**src/mcc_defines.svh**
```systemverilog
// Offsets, field positions, reset values and fixed codes of the compensation config block.
// Assumes inclusion by bare name from every design file that needs it.
`ifndef MCC_DEFINES_SVH
`define MCC_DEFINES_SVH

`define MCC_OFS_COMP 8'h98
`define MCC_OFS_CLK 8'h9c
`define MCC_OFS_CAPID 8'ha0

`define MCC_BIT_V_OVR 31
`define MCC_BIT_H_OVR 15
`define MCC_VP_HI 22
`define MCC_VP_LO 20
`define MCC_VN_HI 18
`define MCC_VN_LO 16
`define MCC_HP_HI 6
`define MCC_HP_LO 4
`define MCC_HN_HI 2
`define MCC_HN_LO 0
`define MCC_BIT_TX_BYP 15

`define MCC_CAP_MAJOR 4'h2
`define MCC_CAP_MINOR 4'h0
`define MCC_CAP_NEXT 8'h00
`define MCC_CAP_TYPE 8'h02
`define MCC_CAPID_RESET 32'h0020_0002

`define MCC_CODE_RESET 3'h0
`define MCC_TAP_RESET 3'h0
`define MCC_TAP_COUNT 8

`endif

```
**src/mcc_pkg.sv**
```systemverilog
// Types shared by the compensation config block.
// Assumes mcc_defines.svh for the numeric constants.
package mcc_pkg;

  typedef struct packed {
    logic [2:0] pside;
    logic [2:0] nside;
  } mcc_code_pair_type;

  typedef struct packed {
    logic override;
    mcc_code_pair_type code;
  } mcc_orient_type;

  typedef enum logic [1:0] {
    MCC_SEL_COMP,
    MCC_SEL_CLK,
    MCC_SEL_CAPID,
    MCC_SEL_NONE
  } mcc_sel_type;

  typedef enum {
    MCC_BUS_IDLE,
    MCC_BUS_ACK
  } mcc_bus_state_type;

endpackage

```
**src/mcc_config_regs.sv**
```systemverilog
// Compensation, memory clock delay and capability id registers on classic Wishbone.
// Assumes live codes from the compensation engine arrive on the same clock.
`include "mcc_defines.svh"

module mcc_config_regs
  import mcc_pkg::*;
#(
  parameter int TAP_COUNT = `MCC_TAP_COUNT
) (
  input wire logic ref_clk_in, // System clock, 25 MHz
  input wire logic sys_rst_in, // Synchronous reset, high
  input wire logic wb_cyc_in, // Wishbone cycle
  input wire logic wb_stb_in, // Wishbone strobe
  input wire logic wb_we_in, // Wishbone write enable
  input wire logic [7:0] wb_adr_in, // Wishbone byte address
  input wire logic [31:0] wb_dat_in, // Wishbone write data
  input wire logic [3:0] wb_sel_in, // Wishbone byte selects
  output logic [31:0] wb_dat_out, // Wishbone read data
  output logic wb_ack_out, // Wishbone acknowledge
  input wire logic graphics_mode_in, // Device in graphics-port mode
  input wire mcc_code_pair_type vert_live_code_in, // Automatic vertical codes
  input wire mcc_code_pair_type horiz_live_code_in, // Automatic horizontal codes
  output mcc_code_pair_type vertical_code_out, // Applied vertical codes
  output mcc_code_pair_type horizontal_code_out, // Applied horizontal codes
  output logic vertical_comp_run_out, // Vertical automatic compensation runs
  output logic horizontal_comp_run_out, // Horizontal automatic compensation runs
  output logic transmit_delay_loop_enable_out, // Transmit loop enabled
  output logic transmit_delay_loop_bypass_out, // Memory clock routed around loop
  output logic receive_delay_loop_bypass_out, // Receive loop bypassed
  output logic [2:0] receive_tap_select_out // Receive delay chain tap, 0 is no delay
);

  // Tap select port is three bits wide: only eight taps fit
  if (TAP_COUNT != `MCC_TAP_COUNT) begin : g_tap_check
    $error("TAP_COUNT must be 8");
  end

  localparam int ORIENTS = 2;
  localparam int LANES = 4;

  mcc_bus_state_type bus_state;
  mcc_bus_state_type next_bus_state;
  logic [31:0] rd_data;
  logic [31:0] next_rd_data;
  mcc_sel_type sel;
  logic req;
  logic wr_take;
  logic [LANES-1:0] lane_wr;
  logic comp_wr;
  logic clk_wr;
  logic tap_wr;
  logic transmit_dll_bypass;
  logic next_transmit_dll_bypass;
  logic transmit_dll_enable;
  logic next_transmit_dll_enable;
  logic [2:0] rx_tap;
  logic [2:0] next_rx_tap;
  mcc_orient_type orient_state [ORIENTS];
  mcc_code_pair_type live_code [ORIENTS];
  logic [ORIENTS-1:0] comp_run;
  mcc_code_pair_type vertical_code;
  mcc_code_pair_type next_vertical_code;
  mcc_code_pair_type horizontal_code;
  mcc_code_pair_type next_horizontal_code;
  logic [31:0] read_word;
  logic [31:0] comp_word;
  logic [31:0] clk_word;
  logic [31:0] capid_word;

  // Address decode; capability id hidden outside graphics mode
  always_comb begin
    unique case (wb_adr_in)
      `MCC_OFS_COMP: sel = MCC_SEL_COMP;
      `MCC_OFS_CLK: sel = MCC_SEL_CLK;
      `MCC_OFS_CAPID: sel = graphics_mode_in ? MCC_SEL_CAPID : MCC_SEL_NONE;
      default: sel = MCC_SEL_NONE;
    endcase
  end

  assign req = wb_cyc_in & wb_stb_in & (bus_state == MCC_BUS_IDLE);
  assign wr_take = req & wb_we_in;

  // One write strobe per byte lane
  for (genvar b = 0; b < LANES; b++) begin : g_lane
    assign lane_wr[b] = wr_take & wb_sel_in[b];
  end

  // Override and code fields sit in bytes 3, 2, 1 and 0
  assign comp_wr = (sel == MCC_SEL_COMP) & (&lane_wr);
  assign clk_wr = (sel == MCC_SEL_CLK) & lane_wr[1];
  assign tap_wr = (sel == MCC_SEL_CLK) & lane_wr[0];

  // Orientation 0 is vertical, 1 horizontal; each runs on its own
  assign live_code[0] = vert_live_code_in;
  assign live_code[1] = horiz_live_code_in;

  for (genvar o = 0; o < ORIENTS; o++) begin : g_orient
    localparam int OVR_BIT = (o == 0) ? `MCC_BIT_V_OVR : `MCC_BIT_H_OVR;
    localparam int PSIDE_LO = (o == 0) ? `MCC_VP_LO : `MCC_HP_LO;
    localparam int NSIDE_LO = (o == 0) ? `MCC_VN_LO : `MCC_HN_LO;
    mcc_orient_ctrl u_orient (
      .ref_clk_in(ref_clk_in),
      .sys_rst_in(sys_rst_in),
      .wr_in(comp_wr),
      .override_wr_in(wb_dat_in[OVR_BIT]),
      .code_wr_in({wb_dat_in[PSIDE_LO +: 3], wb_dat_in[NSIDE_LO +: 3]}),
      .live_code_in(live_code[o]),
      .state_out(orient_state[o]),
      .comp_run_out(comp_run[o])
    );
  end

  assign vertical_comp_run_out = comp_run[0];
  assign horizontal_comp_run_out = comp_run[1];

  // Read words; reserved bits zero
  always_comb begin
    comp_word = 32'h0000_0000;
    comp_word[`MCC_BIT_V_OVR] = orient_state[0].override;
    comp_word[`MCC_VP_HI:`MCC_VP_LO] = orient_state[0].code.pside;
    comp_word[`MCC_VN_HI:`MCC_VN_LO] = orient_state[0].code.nside;
    comp_word[`MCC_BIT_H_OVR] = orient_state[1].override;
    comp_word[`MCC_HP_HI:`MCC_HP_LO] = orient_state[1].code.pside;
    comp_word[`MCC_HN_HI:`MCC_HN_LO] = orient_state[1].code.nside;
  end

  always_comb begin
    clk_word = 32'h0000_0000;
    clk_word[`MCC_BIT_TX_BYP] = transmit_dll_bypass;
    clk_word[2:0] = rx_tap;
  end

  assign capid_word = {8'h00, `MCC_CAP_MAJOR, `MCC_CAP_MINOR, `MCC_CAP_NEXT, `MCC_CAP_TYPE};

  // Clock control: transmit bypass and receive tap
  always_comb begin
    next_transmit_dll_bypass = transmit_dll_bypass;
    next_rx_tap = rx_tap;
    if (clk_wr) begin
      next_transmit_dll_bypass = wb_dat_in[`MCC_BIT_TX_BYP];
    end
    if (tap_wr) begin
      next_rx_tap = wb_dat_in[2:0];
    end
    next_transmit_dll_enable = ~next_transmit_dll_bypass;
  end

  always_ff @(posedge ref_clk_in) begin
    if (sys_rst_in) begin
      transmit_dll_bypass <= 1'b0;
      transmit_dll_enable <= 1'b1;
      rx_tap <= `MCC_TAP_RESET;
    end else begin
      transmit_dll_bypass <= next_transmit_dll_bypass;
      transmit_dll_enable <= next_transmit_dll_enable;
      rx_tap <= next_rx_tap;
    end
  end

  // Read word of the addressed register; holes read zero
  always_comb begin
    unique case (sel)
      MCC_SEL_COMP: read_word = comp_word;
      MCC_SEL_CLK: read_word = clk_word;
      MCC_SEL_CAPID: read_word = capid_word;
      MCC_SEL_NONE: read_word = 32'h0000_0000;
    endcase
  end

  // Bus slave: ack one cycle after the request, then one idle cycle
  always_comb begin
    next_bus_state = bus_state;
    next_rd_data = rd_data;
    unique case (bus_state)
      MCC_BUS_IDLE: begin
        if (req) begin
          next_bus_state = MCC_BUS_ACK;
          next_rd_data = read_word;
        end
      end
      MCC_BUS_ACK: begin
        next_bus_state = MCC_BUS_IDLE;
      end
    endcase
  end

  always_ff @(posedge ref_clk_in) begin
    if (sys_rst_in) begin
      bus_state <= MCC_BUS_IDLE;
      rd_data <= 32'h0000_0000;
    end else begin
      bus_state <= next_bus_state;
      rd_data <= next_rd_data;
    end
  end

  assign wb_ack_out = (bus_state == MCC_BUS_ACK);
  assign wb_dat_out = rd_data;

  // Applied codes leave through flops; no reset, they follow the mux
  always_comb begin
    next_vertical_code = orient_state[0].code;
    next_horizontal_code = orient_state[1].code;
  end

  always_ff @(posedge ref_clk_in) begin
    vertical_code <= next_vertical_code;
    horizontal_code <= next_horizontal_code;
  end

  assign vertical_code_out = vertical_code;
  assign horizontal_code_out = horizontal_code;
  assign transmit_delay_loop_enable_out = transmit_dll_enable;
  assign transmit_delay_loop_bypass_out = transmit_dll_bypass;
  assign receive_delay_loop_bypass_out = 1'b1;
  assign receive_tap_select_out = rx_tap;

endmodule

```
**src/mcc_orient_ctrl.sv**
```systemverilog
// One orientation's compensation override: picks live or software codes.
// Assumes a same-clock live code input and a write strobe from the register slave.
`include "mcc_defines.svh"

module mcc_orient_ctrl
  import mcc_pkg::*;
(
  input wire logic ref_clk_in, // System clock
  input wire logic sys_rst_in, // Synchronous reset, high
  input wire logic wr_in, // Register write taken this cycle
  input wire logic override_wr_in, // Written override bit
  input wire mcc_code_pair_type code_wr_in, // Written codes
  input wire mcc_code_pair_type live_code_in, // Codes from the automatic engine
  output mcc_orient_type state_out, // Override bit and applied codes
  output logic comp_run_out // Automatic compensation runs
);

  logic override;
  logic next_override;
  mcc_code_pair_type sw_code;
  mcc_code_pair_type next_sw_code;

  always_comb begin
    next_override = override;
    next_sw_code = sw_code;
    if (wr_in) begin
      next_override = override_wr_in;
      // Codes only land while override already holds
      if (override) begin
        next_sw_code = code_wr_in;
      end
    end
  end

  always_ff @(posedge ref_clk_in) begin
    if (sys_rst_in) begin
      override <= 1'b0;
      sw_code <= {`MCC_CODE_RESET, `MCC_CODE_RESET};
    end else begin
      override <= next_override;
      sw_code <= next_sw_code;
    end
  end

  assign comp_run_out = ~override;
  assign state_out.override = override;
  // Live codes while automatic, written codes while overridden
  assign state_out.code = override ? sw_code : live_code_in;

endmodule

```
**config.mk**
```make
export PLATFORM = sky130hd
export DESIGN_NAME = mcc_config_regs
export DESIGN_NICKNAME = d
export VERILOG_FILES = /design/src/mcc_pkg.sv /design/src/mcc_config_regs.sv /design/src/mcc_orient_ctrl.sv
export VERILOG_INCLUDE_DIRS = /design/src
export SDC_FILE = /design/constraint.sdc
export NUM_CORES = 1
export LEC_CHECK = 0
export ABC_AREA = 1
export BUFFER_PORTS_ARGS = -buffer_cell sky130_fd_sc_hd__buf_2
export CAP_MARGIN = 0
export CORE_MARGIN = 8
export CORE_UTILIZATION = 40
export DETAILED_ROUTE_END_ITERATION = 8
export GPL_TIMING_DRIVEN = 1
export PLACE_DENSITY_LB_ADDON = 0.15
export SYNTH_ARGS = -nofsm -noshare
export SYNTH_HDL_FRONTEND = slang
export SYNTH_SLANG_ARGS = --single-unit
```
**constraint.sdc**
```tcl
create_clock -name ref_clk_in -period 1.25 [get_ports ref_clk_in]
set_input_delay 0.25 -clock ref_clk_in [delete_from_list [all_inputs] [get_ports ref_clk_in]]
set_output_delay 0.25 -clock ref_clk_in [all_outputs]
set_load 0.03 [all_outputs]
```
==> results of run 1 <==
[Yosys cell counts]
library cell / instances / area [µm²]
sky130_fd_sc_hd__nor2_8: 2 / 40.04
sky130_fd_sc_hd__nor2_4: 1 / 11.26
sky130_fd_sc_hd__and2_1: 1 / 6.260
sky130_fd_sc_hd__clkbuf_1: 6 / 22.52
sky130_fd_sc_hd__nand4_1: 8 / 50.05
sky130_fd_sc_hd__nand2_1: 73 / 274.0
sky130_fd_sc_hd__o22ai_1: 1 / 6.260
sky130_fd_sc_hd__buf_4: 19 / 142.6
sky130_fd_sc_hd__nand3_2: 1 / 10.01
sky130_fd_sc_hd__inv_1: 40 / 150.1
sky130_fd_sc_hd__buf_2: 2 / 10.01
sky130_fd_sc_hd__o211ai_1: 1 / 7.510
sky130_fd_sc_hd__nand4_4: 1 / 21.27
sky130_fd_sc_hd__nand3_4: 1 / 17.52
sky130_fd_sc_hd__nand2_4: 1 / 11.26
sky130_fd_sc_hd__inv_2: 2 / 7.510
sky130_fd_sc_hd__dfxtp_1: 46 / 920.9
sky130_fd_sc_hd__a21oi_1: 18 / 90.09
sky130_fd_sc_hd__nand3_1: 7 / 35.03
sky130_fd_sc_hd__nor2_2: 2 / 12.51
sky130_fd_sc_hd__conb_1: 2 / 7.510
sky130_fd_sc_hd__nor2_1: 31 / 116.4
sky130_fd_sc_hd__buf_6: 1 / 11.26
sky130_fd_sc_hd__o21ai_0: 20 / 100.1
sky130_fd_sc_hd__nand2_2: 1 / 6.260
sky130_fd_sc_hd__or2_2: 1 / 6.260
[metrics by stage]
stage	total power [mW]	instance area (µm²)	setup slack (ps)
2_1_floorplan	1.819	2167	-64.54
3_3_place_gp	1.920	2624	-163.3
3_5_place_dp	1.924	2624	-191.4
4_1_cts	2.890	2760	-29.23
5_1_grt	3.004	2766	-113.2
6_report	2.856	2766	-23.86
[sequential cells by signal (all words and copies together), names as in the netlist, named ones only]
register / cells
transmit_delay_loop_enable_out: 1
wb_dat_out: 14
horizontal_code_out: 6
vertical_code_out: 6
g_orient.u_orient.override: 2
receive_tap_select_out: 3
g_orient.u_orient.sw_code: 12
bus_state: 1
[repair_timing]
item	CTS	global route
setup buffers	1	0
gates resized for setup	11	7
endpoints found under the setup margin	16	31
pin swaps	4	0
[how the worst max path moves through the flow]
stage                       from                               to  slack, ps  cells after the start
floorplan           bus_state[0]  g_orient[1].u_orient.sw_code[0]        -60                      8
global placement    wb_adr_in[6]                   wb_dat_out[16]       -160                     10
finish              bus_state[0]  g_orient[0].u_orient.sw_code[1]        -20                      9
CTS                 bus_state[0]  g_orient[0].u_orient.sw_code[1]        -30                      9
global route        bus_state[0]  g_orient[0].u_orient.sw_code[5]       -110                      9
detailed placement  wb_adr_in[6]                   wb_dat_out[16]       -190                     10
[cells by family after synthesis]
family / Yosys count
and+or+nand+nor: 131
buffers and inverters: 70
other: 2
DFF: 46
AOI/OAI and AO/OA: 40
[worst register-to-register path, cell delays in order, from the launching register on]
cell and delay [ps]:
sky130_fd_sc_hd__dfxtp_4 380, sky130_fd_sc_hd__inv_4 60, sky130_fd_sc_hd__nand3_4 70, sky130_fd_sc_hd__nor2_4 120, sky130_fd_sc_hd__nand2_4 80, sky130_fd_sc_hd__nor2_8 170, sky130_fd_sc_hd__buf_6 140, sky130_fd_sc_hd__nand4_1 70
sky130_fd_sc_hd__nand2_1 70, sky130_fd_sc_hd__nor2_1 40
[layer usage]
layer | up-vias | GRT usage (%)
met4 | 0 | 4.455
met5 | - | 0
met2 | 65 | 22.34
met1 | 844 | 16.75
met3 | 6 | 3.900
li1 | 1053 | -
[final cells by class]
| type | instances | area (µm²) | area share, % |
|---|---|---|---|
| clock buffers | 6 | 82.58 | 2.985 |
| clock inverters | 2 | 16.27 | 0.5880 |
| flip-flops and latches | 46 | 927.1 | 33.51 |
| well taps | 70 | 87.58 | 3.166 |
| inverters | 42 | 162.7 | 5.880 |
| repair buffers | 101 | 581.8 | 21.03 |
| multi-input cells | 190 | 908.4 | 32.84 |
[power by group through the flow]
stage | logic, mW | registers, mW | clock network [mW]
final | 0.387 | 1.50 | 0.965
after global routing | 0.423 | 1.51 | 1.07
after CTS | 0.388 | 1.50 | 0.999
after detailed placement | 0.385 | 1.54 | 0
after global placement | 0.382 | 1.54 | 0
after floorplan | 0.220 | 1.60 | 0
==> summary.md, run 1 <==
The maximum fanout along the worst path is 7, and the number of pins with negative max-slew slack in the final report is 0. The post-layout minimum cycle time is 1274 ps, and the count of warnings emitted by yosys is 0. For the count of standard-cell rows, the log shows 26. Among all stages on the critical path, the largest delay is contributed by sky130_fd_sc_hd__dfxtp_4.

Once detailed placement completed, the half-perimeter wirelength came to 4347 µm. The largest incremental delay on the critical path is 380 ps. CTS root buffer: sky130_fd_sc_hd__clkbuf_8. The kind of launch point of the worst setup path was a flop. The run gives 0 as the count of inserted antenna diode cells. The tools report the routability congestion estimate from global placement as 0.8387.

Global routing used 13.66% of the available tracks across all layers. The tools report the count of max-cap constraint violations as 0. The internal power component came out at 2.072 mW. TritonCTS built the clock tree.

The logs give 4 for the first-pass iteration count of the detailed router and 448 for the cell count after placement. The tools report the launch point of the worst hold path as horiz_live_code_in[5]. The tools report the endpoint of the worst hold path as horizontal_code_out[5].

Across the routed clock network, the largest skew measured is 8.622 ps. In the layout the commonest cells are 75 x sky130_fd_sc_hd__buf_2, 72 x sky130_fd_sc_hd__nand2_1, 43 x sky130_fd_sc_hd__dfxtp_1. Count of final hold-check violations: 0.

Among cell families on the critical path, the largest total delay comes from simple AND/OR/NAND/NOR gates. In this run the critical register-to-register path is launched from bus_state[0]. In the final routing, the length of wire on met1 measures 2382 µm. X dimension of the die: 88.36 µm. Traced cell by cell, the critical path runs through inv_4 > nand3_4 > nor2_4 > nand2_4 > nor2_8 > buf_6 > nand4_1 > nand2_1 > nor2_1.

Data on the critical path arrives at its endpoint at 1480 ps. The most frequent standard cell in the layout excluding fill and tap cells is sky130_fd_sc_hd__buf_2. In this run the mean area of a mapped cell was 7.247 µm². The final core area utilization was 54.51%; the share of total power consumed by net switching was 27.46%. The synthesized-area fraction occupied by xor and xnor cells works out to 0%. The worst setup path is captured at a flop.

Number of buffers added on ports: 77. In this run, the combinational gates consume 13.6% of the power. The cell area power density was 1032 nW/µm²; the number of distinct library cell variants in the gate-level netlist after synthesis was 26. The final reports fail on setup timing. In this run the number of H-tree levels came out at 2.

Hold is met by 168.3 ps. Top metal layer carrying routed signals: met4. The cell leakage power was 1.469 nW. The net switching power figure is 0.7843 mW, and the total via count in the routed design is 1968.

The post-route fraction of the period consumed by the critical path works out to 101.9%. The main combinational cell family by area after synthesis was simple AND/OR/NAND/NOR gates. Per report_power, the clock group accounts for 33.8% of the total. The critical path in this run is classified as reg2reg. The tools report the global-route wire length before repair as 8259 µm. The run gives 5 as the total clock buffers created by CTS. The reg-to-reg endpoint is g_orient[0].u_orient.sw_code[1]. The floorplan step defined a die boundary enclosing 7807 µm².

Area share of and/or/nand/nor cells after synthesis: 29.51%. The portion of total power attributed to sequential cells came out at 52.7%. The final net count is 448. Together, buffers and inverters on the worst path number 2. Setup repair after global routing could not meet its margin everywhere. For the number of clock sinks, the log shows 46.

In the detailed route, the total length drawn on met2 is 2556 µm. The number of nets with antenna violations after routing is 0. The fraction of the mapped netlist area in adder cells is 0%, and the multiplexer fraction of the synthesized cell area is 0%. Synthesis produced a netlist whose cell count is 289. After clock tree synthesis, the clock-pin slew on the worst setup and hold paths is 90 ps. Detailed routing placed a total of 361 µm of wire on met3.

The first routing iteration left 51 violations. The run gives -20 ps as the internal reg-to-reg setup slack. The initial antenna violation count was 0; the area fraction in compound gates after synthesis was 9.737%.

Summed over all layers, the global routing overflow is 0. The finished layout holds 457 standard cells, fillers aside. The run gives 41.27% as the starting density of the core. The synthesized flop and latch total is 46. In this run the worst hold path is classified as in2reg. The depth of the worst hold-timing path was 3; the number of buffers between clock root and the deepest sink was 2. The floorplan step defined a core boundary enclosing 5075 µm². Derived from the worst setup path, the maximum achievable clock frequency is 785.0 MHz.

For the worst-skew pair, the clock arrives at the later sink with an insertion delay of 300 ps. The area of the mapped netlist is 2095 µm². The floorplan step set the die height to 88.36 µm. The flow ran to the end, but the final reports show violations. For the hold buffer count at CTS, the log shows 0. The post-synthesis sequential area ratio is 43.97%. The average wire length per cell after detail routing came out at 11.70 µm. Counting the fill cells in the layout gives 552.

The share of cells above drive strength 1 was 32.82%; the total detailed-routing wirelength was 5348 µm. For the minimum setup slack in the final design, the log shows -23.86 ps. The detailed-route vias per instance was 4.306. The worst endpoint required time was 1450 ps; the largest net degree at the start of global routing was 18. For this design the top-level I/O count stands at 115. Relative to the synthesized area, the layout overhead comes to 32.08%. The via count of the first global-routing pass came out at 1801. The number of cells on the worst reg-to-reg path came out at 9. VDD sags by at most 0.4419 mV.

After detailed routing, the number of remaining DRC violations is 0. The number of failing setup endpoints in the final timing report was 5. In the final timing run, aggregate negative setup slack is -83.01 ps.
Note: power is estimated with default switching activity, not from simulation.
==> run 2: changes to the inputs <==
--- a/config.mk
+++ b/config.mk
@@ -10,7 +10,7 @@
 export BUFFER_PORTS_ARGS = -buffer_cell sky130_fd_sc_hd__buf_2
 export CAP_MARGIN = 0
 export CORE_MARGIN = 8
-export CORE_UTILIZATION = 40
+export CORE_UTILIZATION = 48
 export DETAILED_ROUTE_END_ITERATION = 8
 export GPL_TIMING_DRIVEN = 1
 export PLACE_DENSITY_LB_ADDON = 0.15
==> constraint.sdc (replaced) <==
create_clock -name ref_clk_in -period 1.7 [get_ports ref_clk_in]
set_input_delay 0.34 -clock ref_clk_in [delete_from_list [all_inputs] [get_ports ref_clk_in]]
set_output_delay 0.34 -clock ref_clk_in [all_outputs]
set_load 0.03 [all_outputs]
==> summary.md, run 2 (synthesis results as in run 1) <==
The run gives 5074 µm (-5.1%) as the total detailed-routing wirelength. The worst register-to-register path begins at bus_state[0]. The largest net degree at the start of global routing was 18 (unchanged). Post-route non-filler standard cell count: 425 (-7.0%). The upper clock frequency limit came out at 670.2 MHz (-15%). The depth of the worst hold-timing path was 3 (unchanged).

The final core area utilization is 61.33% (+6.8 points), and the routability congestion estimate from global placement is 0.7998 (-4.6%). The residual DRC count is 0 (unchanged), and the remaining global-route overflow is 0 (unchanged). For the worst-case setup slack after placement, the log shows 123.9 ps (+315.3 ps).

The endpoint identified for the worst register-to-register timing path is g_orient[1].u_orient.sw_code[5]. The logs give 0 (unchanged) for the count of max-cap constraint violations and 54 (+5.9%) for the number of design-rule violations left by the first detailed-router iteration. The tools report the count of final hold-check violations as 0 (unchanged).

The count of inserted antenna diode cells is 0 (unchanged), and the number of buffers and inverters on the critical path is 1 (-1). The via count of the first global-routing pass was 1744 (-3.2%). For the post-route clock skew, the log shows 6.422 ps (-2.200 ps). The class of the most critical hold timing path is in2reg. The total track usage was 15.30% (+1.6 points).

The worst setup path is launched from a flop. The kind of cell adding the most delay to the critical path was simple AND/OR/NAND/NOR gates. The run gives 430 (-22%) as the number of fill cells. The tools report the endpoint kind of the worst setup timing path as a flop.

Post-route fraction of the period consumed by the critical path: 87.77% (-14 points). The share of cells above drive strength 1 is 28.95% (-3.9 points). The run gives 24 (-7.7%) as the count of standard-cell rows. Flip-flop count of the largest register, all copies and words added: 14 (unchanged). The number of cells on the worst reg-to-reg path is 8 (-1). In this run the worst setup path terminates at g_orient[1].u_orient.sw_code[5]. Leaving out fill and tap cells, the most frequent cell in the layout is sky130_fd_sc_hd__buf_2. The logs give 5 (unchanged) for the total clock buffers created by CTS and 1.378 nW (-6.2%) for the cell leakage power. For the highest ir drop seen on vdd, the log shows 0.7983 mV (+81%). Timing startpoint of the critical path: bus_state[0].

The layout-stage area growth over the synthesis result was 24.85%; the average wire length per cell after detail routing was 11.94 µm (+2.0%). Setup repair after global routing left no endpoint under its margin. The first-pass iteration count of the detailed router was 4 (unchanged); the number of pins with negative max-slew slack in the final report was 0 (unchanged). The tools report the initial antenna violation count as 0 (unchanged). The signal arrival time at the worst endpoint is 1700 ps (+220 ps).

The hold buffer count at CTS is 0 (unchanged). The CTS root buffer is sky130_fd_sc_hd__clkbuf_8. TritonCTS built the clock tree. The number of post-CTS setup repair buffers is 0 (-1).

The clock input transition at the sequential cells of the worst setup and hold paths was 90 ps (about the same); the maximum fanout along the worst path was 13 (+6). The cell area power density was 853.5 nW/µm² (-17%). The number of I/O pins was 115 (unchanged); the H-tree depth was 2 (unchanged). The number of failing setup endpoints in the final timing report is 0 (-5).

Final net count: 434 (-3.1%). The library cells used most frequently in the layout, excluding fill and tap cells, are 77 x sky130_fd_sc_hd__buf_2, 73 x sky130_fd_sc_hd__nand2_1, 46 x sky130_fd_sc_hd__dfxtp_1. The count of cell instances traversed by the critical path is 8 (-1), and the floorplan die height is 82.06 µm (-7.1%). The internal reg-to-reg setup slack was 210 ps (+230 ps); the number of nets with antenna violations after routing was 0 (unchanged). The total via count in the routed design is 1893 (-3.8%).

The starting density of the core was 49.12% (+7.8 points). The number of buffers between clock root and the deepest sink came out at 2 (unchanged). The worst endpoint required time came out at 1900 ps (+450 ps). Largest incremental delay on the critical path: 390 ps (about the same). The total negative slack is 0 ps (+83.01 ps). The x dimension of the die was 82.06 µm (-7.1%); the estimated wirelength of the detail-placed design was 4061 µm (-6.6%). For the global-route wire length before repair, the log shows 8052 µm (-2.5%). The number of buffers added on ports was 77 (unchanged). Number of clock sinks: 46 (unchanged). The run finished with clean final reports.

The cell count after placement was 417 (-6.9%); the detailed-route vias per instance was 4.454 (+3.4%). The critical path is of the reg2reg type. Number of gates resized after cts: 0 (-11). The largest individual stage delay along the critical path comes from the cell sky130_fd_sc_hd__dfxtp_1. The post-layout minimum cycle time is 1492 ps (+218.3 ps), and the minimum setup slack in the final design is 207.8 ps (+231.7 ps).

Walking the worst path, the cells encountered are inv_2 > nand3_4 > nor2_4 > nand2_4 > nor2_8 > nand2_1 > o21ai_0 > nor2_1. The clock latency on the worst-skew pair was 300 ps (about the same). The placeable core region came out at 4264 µm² (-16%).

Die area: 6733 µm² (-14%).
-- run 2: cell count changes in the layout (fill, tap and decap cells not counted), sizes merged --
cell | previous run | this run
clkbuf | 6 | 5
bufinv | 0 | 1
buf | 101 | 87
-- run 2: power breakdown --
| part | switching, mW | internal, mW |
|---|---|---|
| Clock | 0.406 | 0.448 |
| Combinational | 0.190 | 0.0811 |
| Sequential | 0.00798 | 1.10 |
| Total | 0.604 | 1.63 |
-- run 2: metal layers --
| metal | wire length [µm] | track usage (%) |
|---|---|---|
| met1 | 2242 | 19.28 |
| met2 | 2392 | 24.47 |
| met3 | 373 | 3.939 |
| met4 | 65 | 5.789 |
| met5 | 0 | 0 |
-- run 2: through the flow --
step           cell area [µm²]  hold WS [ps]  total power, mW
5_1_grt                   2615         260.2            2.323
3_5_place_dp              2497         456.6            1.404
3_3_place_gp              2497         448.9            1.401
2_1_floorplan             2158         440.0            1.338
6_report                  2615         256.4            2.232
4_1_cts                   2615         252.1            2.247
-- run 2: worst min path at each step --
stage	slack, ps	to	start
after detailed placement	460	wb_dat_out[21]	wb_dat_out[21]
after floorplan	440	horizontal_code_out[2]	g_orient[1].u_orient.sw_code[2]
after global placement	450	wb_dat_out[22]	wb_dat_out[22]
after global routing	260	horizontal_code_out[2]	horiz_live_code_in[2]
after CTS	250	horizontal_code_out[2]	horiz_live_code_in[2]
final	260	horizontal_code_out[2]	horiz_live_code_in[2]
-- run 2: worst reg2reg max path, stage by stage, from the launching register on --
cell                      delay [ps]
sky130_fd_sc_hd__dfxtp_1         390
sky130_fd_sc_hd__inv_2            90
sky130_fd_sc_hd__nand3_4          70
sky130_fd_sc_hd__nor2_4          140
sky130_fd_sc_hd__nand2_4          90
sky130_fd_sc_hd__nor2_8          210
sky130_fd_sc_hd__nand2_1         160
sky130_fd_sc_hd__o21ai_0         200
sky130_fd_sc_hd__nor2_1           50
-- run 2: area by class of cell --
| class | instances | area, µm² | share of cell area (%) |
|---|---|---|---|
| flip-flops and latches | 46 | 920.9 | 35.22 |
| clock inverters | 3 | 48.80 | 1.866 |
| well taps | 52 | 65.06 | 2.488 |
| inverters | 42 | 157.7 | 6.029 |
| repair buffers | 87 | 460.4 | 17.61 |
| clock buffers | 5 | 68.82 | 2.632 |
| multi-input cells | 190 | 893.4 | 34.16 |
==> run 3: changes to the inputs <==
--- a/config.mk
+++ b/config.mk
@@ -6,11 +6,10 @@
 export SDC_FILE = /design/constraint.sdc
 export NUM_CORES = 1
 export LEC_CHECK = 0
-export ABC_AREA = 1
 export BUFFER_PORTS_ARGS = -buffer_cell sky130_fd_sc_hd__buf_2
 export CAP_MARGIN = 0
 export CORE_MARGIN = 8
-export CORE_UTILIZATION = 48
+export CORE_UTILIZATION = 46
 export DETAILED_ROUTE_END_ITERATION = 8
 export GPL_TIMING_DRIVEN = 1
 export PLACE_DENSITY_LB_ADDON = 0.15
==> summary.md, run 3 <==
The run finished with clean final reports. The tools report the signal arrival time at the worst endpoint as 1830 ps (+130 ps). X dimension of the die: 81.00 µm (-1.3%). Number of distinct library cell variants in the gate-level netlist after synthesis: 32 (+23%). Critical-path cell with the highest stage delay: sky130_fd_sc_hd__or4b_4. The flip-flop count of the largest register, all copies and words added was 14 (unchanged); the count of standard-cell rows was 23 (-4.2%).

Count of final hold-check violations: 0 (unchanged). Clock latency on the worst-skew pair: 300 ps (about the same). Counting stages on the worst path, the most repeated cell is sky130_fd_sc_hd__buf_4. The run gives 0 (unchanged) as the number of nets with antenna violations after routing. The root buffer cell chosen for the clock tree is sky130_fd_sc_hd__clkbuf_8. The share of total power consumed by net switching came out at 22.71% (-4.4 points).

The worst setup path is captured at a flop. Setup repair after global routing left no endpoint under its margin. The logs give 1920 ps (+20 ps) for the worst endpoint required time and 0 (unchanged) for the number of failing setup endpoints in the final timing report. The largest net degree at the start of global routing was 17 (-1); the share of cells above drive strength 1 was 39.14% (+10 points). The number of I/O pins was 115 (unchanged). The number of gates resized after cts was 0 (unchanged); the detailed-route vias per instance was 4.994 (+12%).

The post-layout minimum cycle time works out to 1607 ps (+115.1 ps). The total detailed-routing wirelength was 5159 µm (+1.7%); the share of total power in the clock network was 42.7% (+4.4 points). The number of buffers added on ports was 77 (unchanged); the post-synthesis area per instance was 8.954 µm² (+24%). The share of async-settable or async-resettable flops after synthesis was 0% (unchanged). For the H-tree depth, the log shows 2 (unchanged). The total track usage came out at 16.17% (+0.87 points). The hold buffer count at CTS came out at 0 (unchanged). The number of fill cells is 389 (-9.5%), and the first-pass iteration count of the detailed router is 5 (+1).

The placeable core region is 4029 µm² (-5.5%). In the synthesized netlist the dominant register cell turns out to be sky130_fd_sc_hd__dfxtp_1. The synthesized flop and latch total was 46 (unchanged); the largest incremental delay on the critical path was 530 ps (+140 ps).

For the pin with the worst max-slew slack, the measured transition is 701.6 ps. The run gives 622.2 MHz (-7.2%) as the upper clock frequency limit. The run gives 47.39% (+3.4 points) as the post-synthesis sequential area ratio. The floorplan die height is 81.00 µm (-1.3%). TritonCTS built the clock tree. Grouping stages by cell kind, the critical path spends the most delay in simple AND/OR/NAND/NOR gates.

The run gives 0.5273 mW (-13%) as the net switching power figure. The critical path goes through buf_2 > or4b_4 > buf_4 > nor3_4 > buf_4 > nand4_1 > a21oi_1. The cell area power density is 906.4 nW/µm² (+6.2%), and the total via count in the routed design is 1768 (-6.6%). The worst hold path belongs to the class in2reg. The run gives 5 (unchanged) as the total clock buffers created by CTS.

The run gives 365 (-16%) as the final net count. The average wire length per cell after detail routing is 14.57 µm (+22%), and the area of placed instances is 2419 µm² (-3.2%). The final instance area came out at 2561 µm² (-2.1%). The run gives 0 (unchanged) as the number of post-CTS setup repair buffers. The critical path is of the in2reg type. By count the netlist is led by 46 x sky130_fd_sc_hd__dfxtp_1, 23 x sky130_fd_sc_hd__nand2_1, 19 x sky130_fd_sc_hd__a21oi_1, 19 x sky130_fd_sc_hd__buf_4, 19 x sky130_fd_sc_hd__o21ai_0. The layout-stage area growth over the synthesis result is 31.81%.

The clock input transition at the sequential cells of the worst setup and hold paths was 90 ps (about the same). The internal power component came out at 1.794 mW (+10%). The post-route fraction of the period consumed by the critical path is 94.55% (+6.8 points). The die area was 6560 µm² (-2.6%); the minimum setup slack in the final design was 92.70 ps (-115.1 ps). The tools report the count of warnings emitted by yosys as 0 (unchanged). The logs give 0 ps (unchanged) for the total negative slack and 48.23% (-0.89 points) for the starting density of the core. Remaining global-route overflow: 0 (unchanged). For the routability congestion estimate from global placement, the log shows 0.8126 (+1.6%). STA classifies the critical path startpoint as an input port. The number of design-rule violations left by the first detailed-router iteration came out at 108 (+100%).

The number of buffers between clock root and the deepest sink is 2 (unchanged). Via count of the first global-routing pass: 1903 (+9.1%). The cell count after synthesis is 217 (-25%). Post-route clock skew: 9.761 ps (+3.339 ps). The portion of total power attributed to sequential cells was 47.2% (-2.4 points). sky130_fd_sc_hd__dfxtp_1 takes more of the synthesized area than any other cell. Worst-case setup slack after placement: -224.8 ps (-348.7 ps). For the residual DRC count, the log shows 0 (unchanged). The count of inserted antenna diode cells was 0 (unchanged); the highest ir drop seen on vdd was 0.5018 mV (-37%). The number of buffers and inverters on the critical path is 3 (+2).

The tools report the cell leakage power as 1.181 nW (-14%). For the global-route wire length before repair, the log shows 8438 µm (+4.8%). Count of max-cap constraint violations: 0 (unchanged). The run gives 0 (unchanged) as the initial antenna violation count. In the post-synthesis netlist, the biggest area contributors are sky130_fd_sc_hd__dfxtp_1 47%, sky130_fd_sc_hd__buf_4 7.3%, sky130_fd_sc_hd__mux2_2 6.4%. The portion of synthesized cell area occupied by the leading cell type was 47.39% (+3.4 points); the relative contribution of combinational cells to total power was 10.1% (-2.0 points).

The area of the mapped netlist was 1943 µm² (-7.2%). The most numerous cell in the Yosys netlist is sky130_fd_sc_hd__dfxtp_1. The top cell types in the final layout, fill and taps aside, are 77 x sky130_fd_sc_hd__buf_2, 46 x sky130_fd_sc_hd__dfxtp_1, 23 x sky130_fd_sc_hd__nand2_1. The number of clock sinks was 46 (unchanged). The most frequent standard cell in the layout excluding fill and tap cells is sky130_fd_sc_hd__buf_2. The estimated wirelength of the detail-placed design was 4034 µm (-0.67%).

The number of pins with negative max-slew slack in the final report was 0 (unchanged). Maximum fanout along the worst path: 5 (-8). The internal reg-to-reg setup slack is 210 ps (about the same).

The number of flops mapped to enable cells by yosys came out at 0 (unchanged). The max-slew headroom at the worst pin was 53.13%. Overall power of the completed layout: 2.322 mW (+4.0%).
[run 3: cell families after synthesis]
kind of cell	share of synthesized area [%]
simple gates	19.70
flops	47.39
compound gates	12.81
buf+inv	11.27
mux	8.435
other cells	0.3865
[run 3: tightest hold or removal path, cell delays in order]
cell,delay (ps)
sky130_fd_sc_hd__buf_2,80
sky130_fd_sc_hd__mux2i_1,70
sky130_fd_sc_hd__inv_1,50
[run 3: cell type report]
type | count | area (µm²) | area share, %
Clock inverter | 2 | 60.06 | 2.345
Sequential cell | 46 | 920.9 | 35.95
Multi-Input combinational cell | 150 | 867.1 | 33.85
Tap cell | 50 | 62.56 | 2.443
Timing Repair Buffer | 96 | 553.0 | 21.59
Inverter | 4 | 15.01 | 0.5862
Clock buffer | 6 | 82.58 | 3.224
[run 3: metal layers]
metal  share of wire (%)  global-route usage [%]  routed length [µm]  vias to the layer above
li1                    -                       -                   -                      892
met1                  41                   18.37                2115                      801
met2                  50                   27.67                2562                       65
met3                 7.6                   4.636                 390                       10
met4                 1.7                   6.964                  90                        0
met5                   0                       0                   0                        -
[run 3: worst paths after layout]
path,cells past startpoint,to,startpoint
setup / recovery,7,g_orient[1].u_orient.sw_code[0],wb_adr_in[6]
hold / removal,3,vertical_code_out[4],vert_live_code_in[4]
setup reg to reg,5,wb_dat_out[17],bus_state[0]
hold reg to reg,2,wb_dat_out[5],wb_dat_out[5]
[run 3: through the flow]
step	util (%)	hold WS [ps]	instances
after global placement	60.03	420.2	346
after CTS	63.57	268.0	354
final	63.57	264.4	354
after detailed placement	60.03	428.5	346
after global routing	63.57	275.8	354
after floorplan	-	443.6	234
[run 3: power by group through the flow]
| stage | sequential, mW | clock (mW) | combinational, mW |
|---|---|---|---|
| 3_5_place_dp | 1.12 | 0 | 0.233 |
| 6_report | 1.10 | 0.992 | 0.234 |
| 5_1_grt | 1.10 | 1.05 | 0.252 |
| 3_3_place_gp | 1.12 | 0 | 0.232 |
| 2_1_floorplan | 1.16 | 0 | 0.145 |
| 4_1_cts | 1.10 | 1.00 | 0.234 |
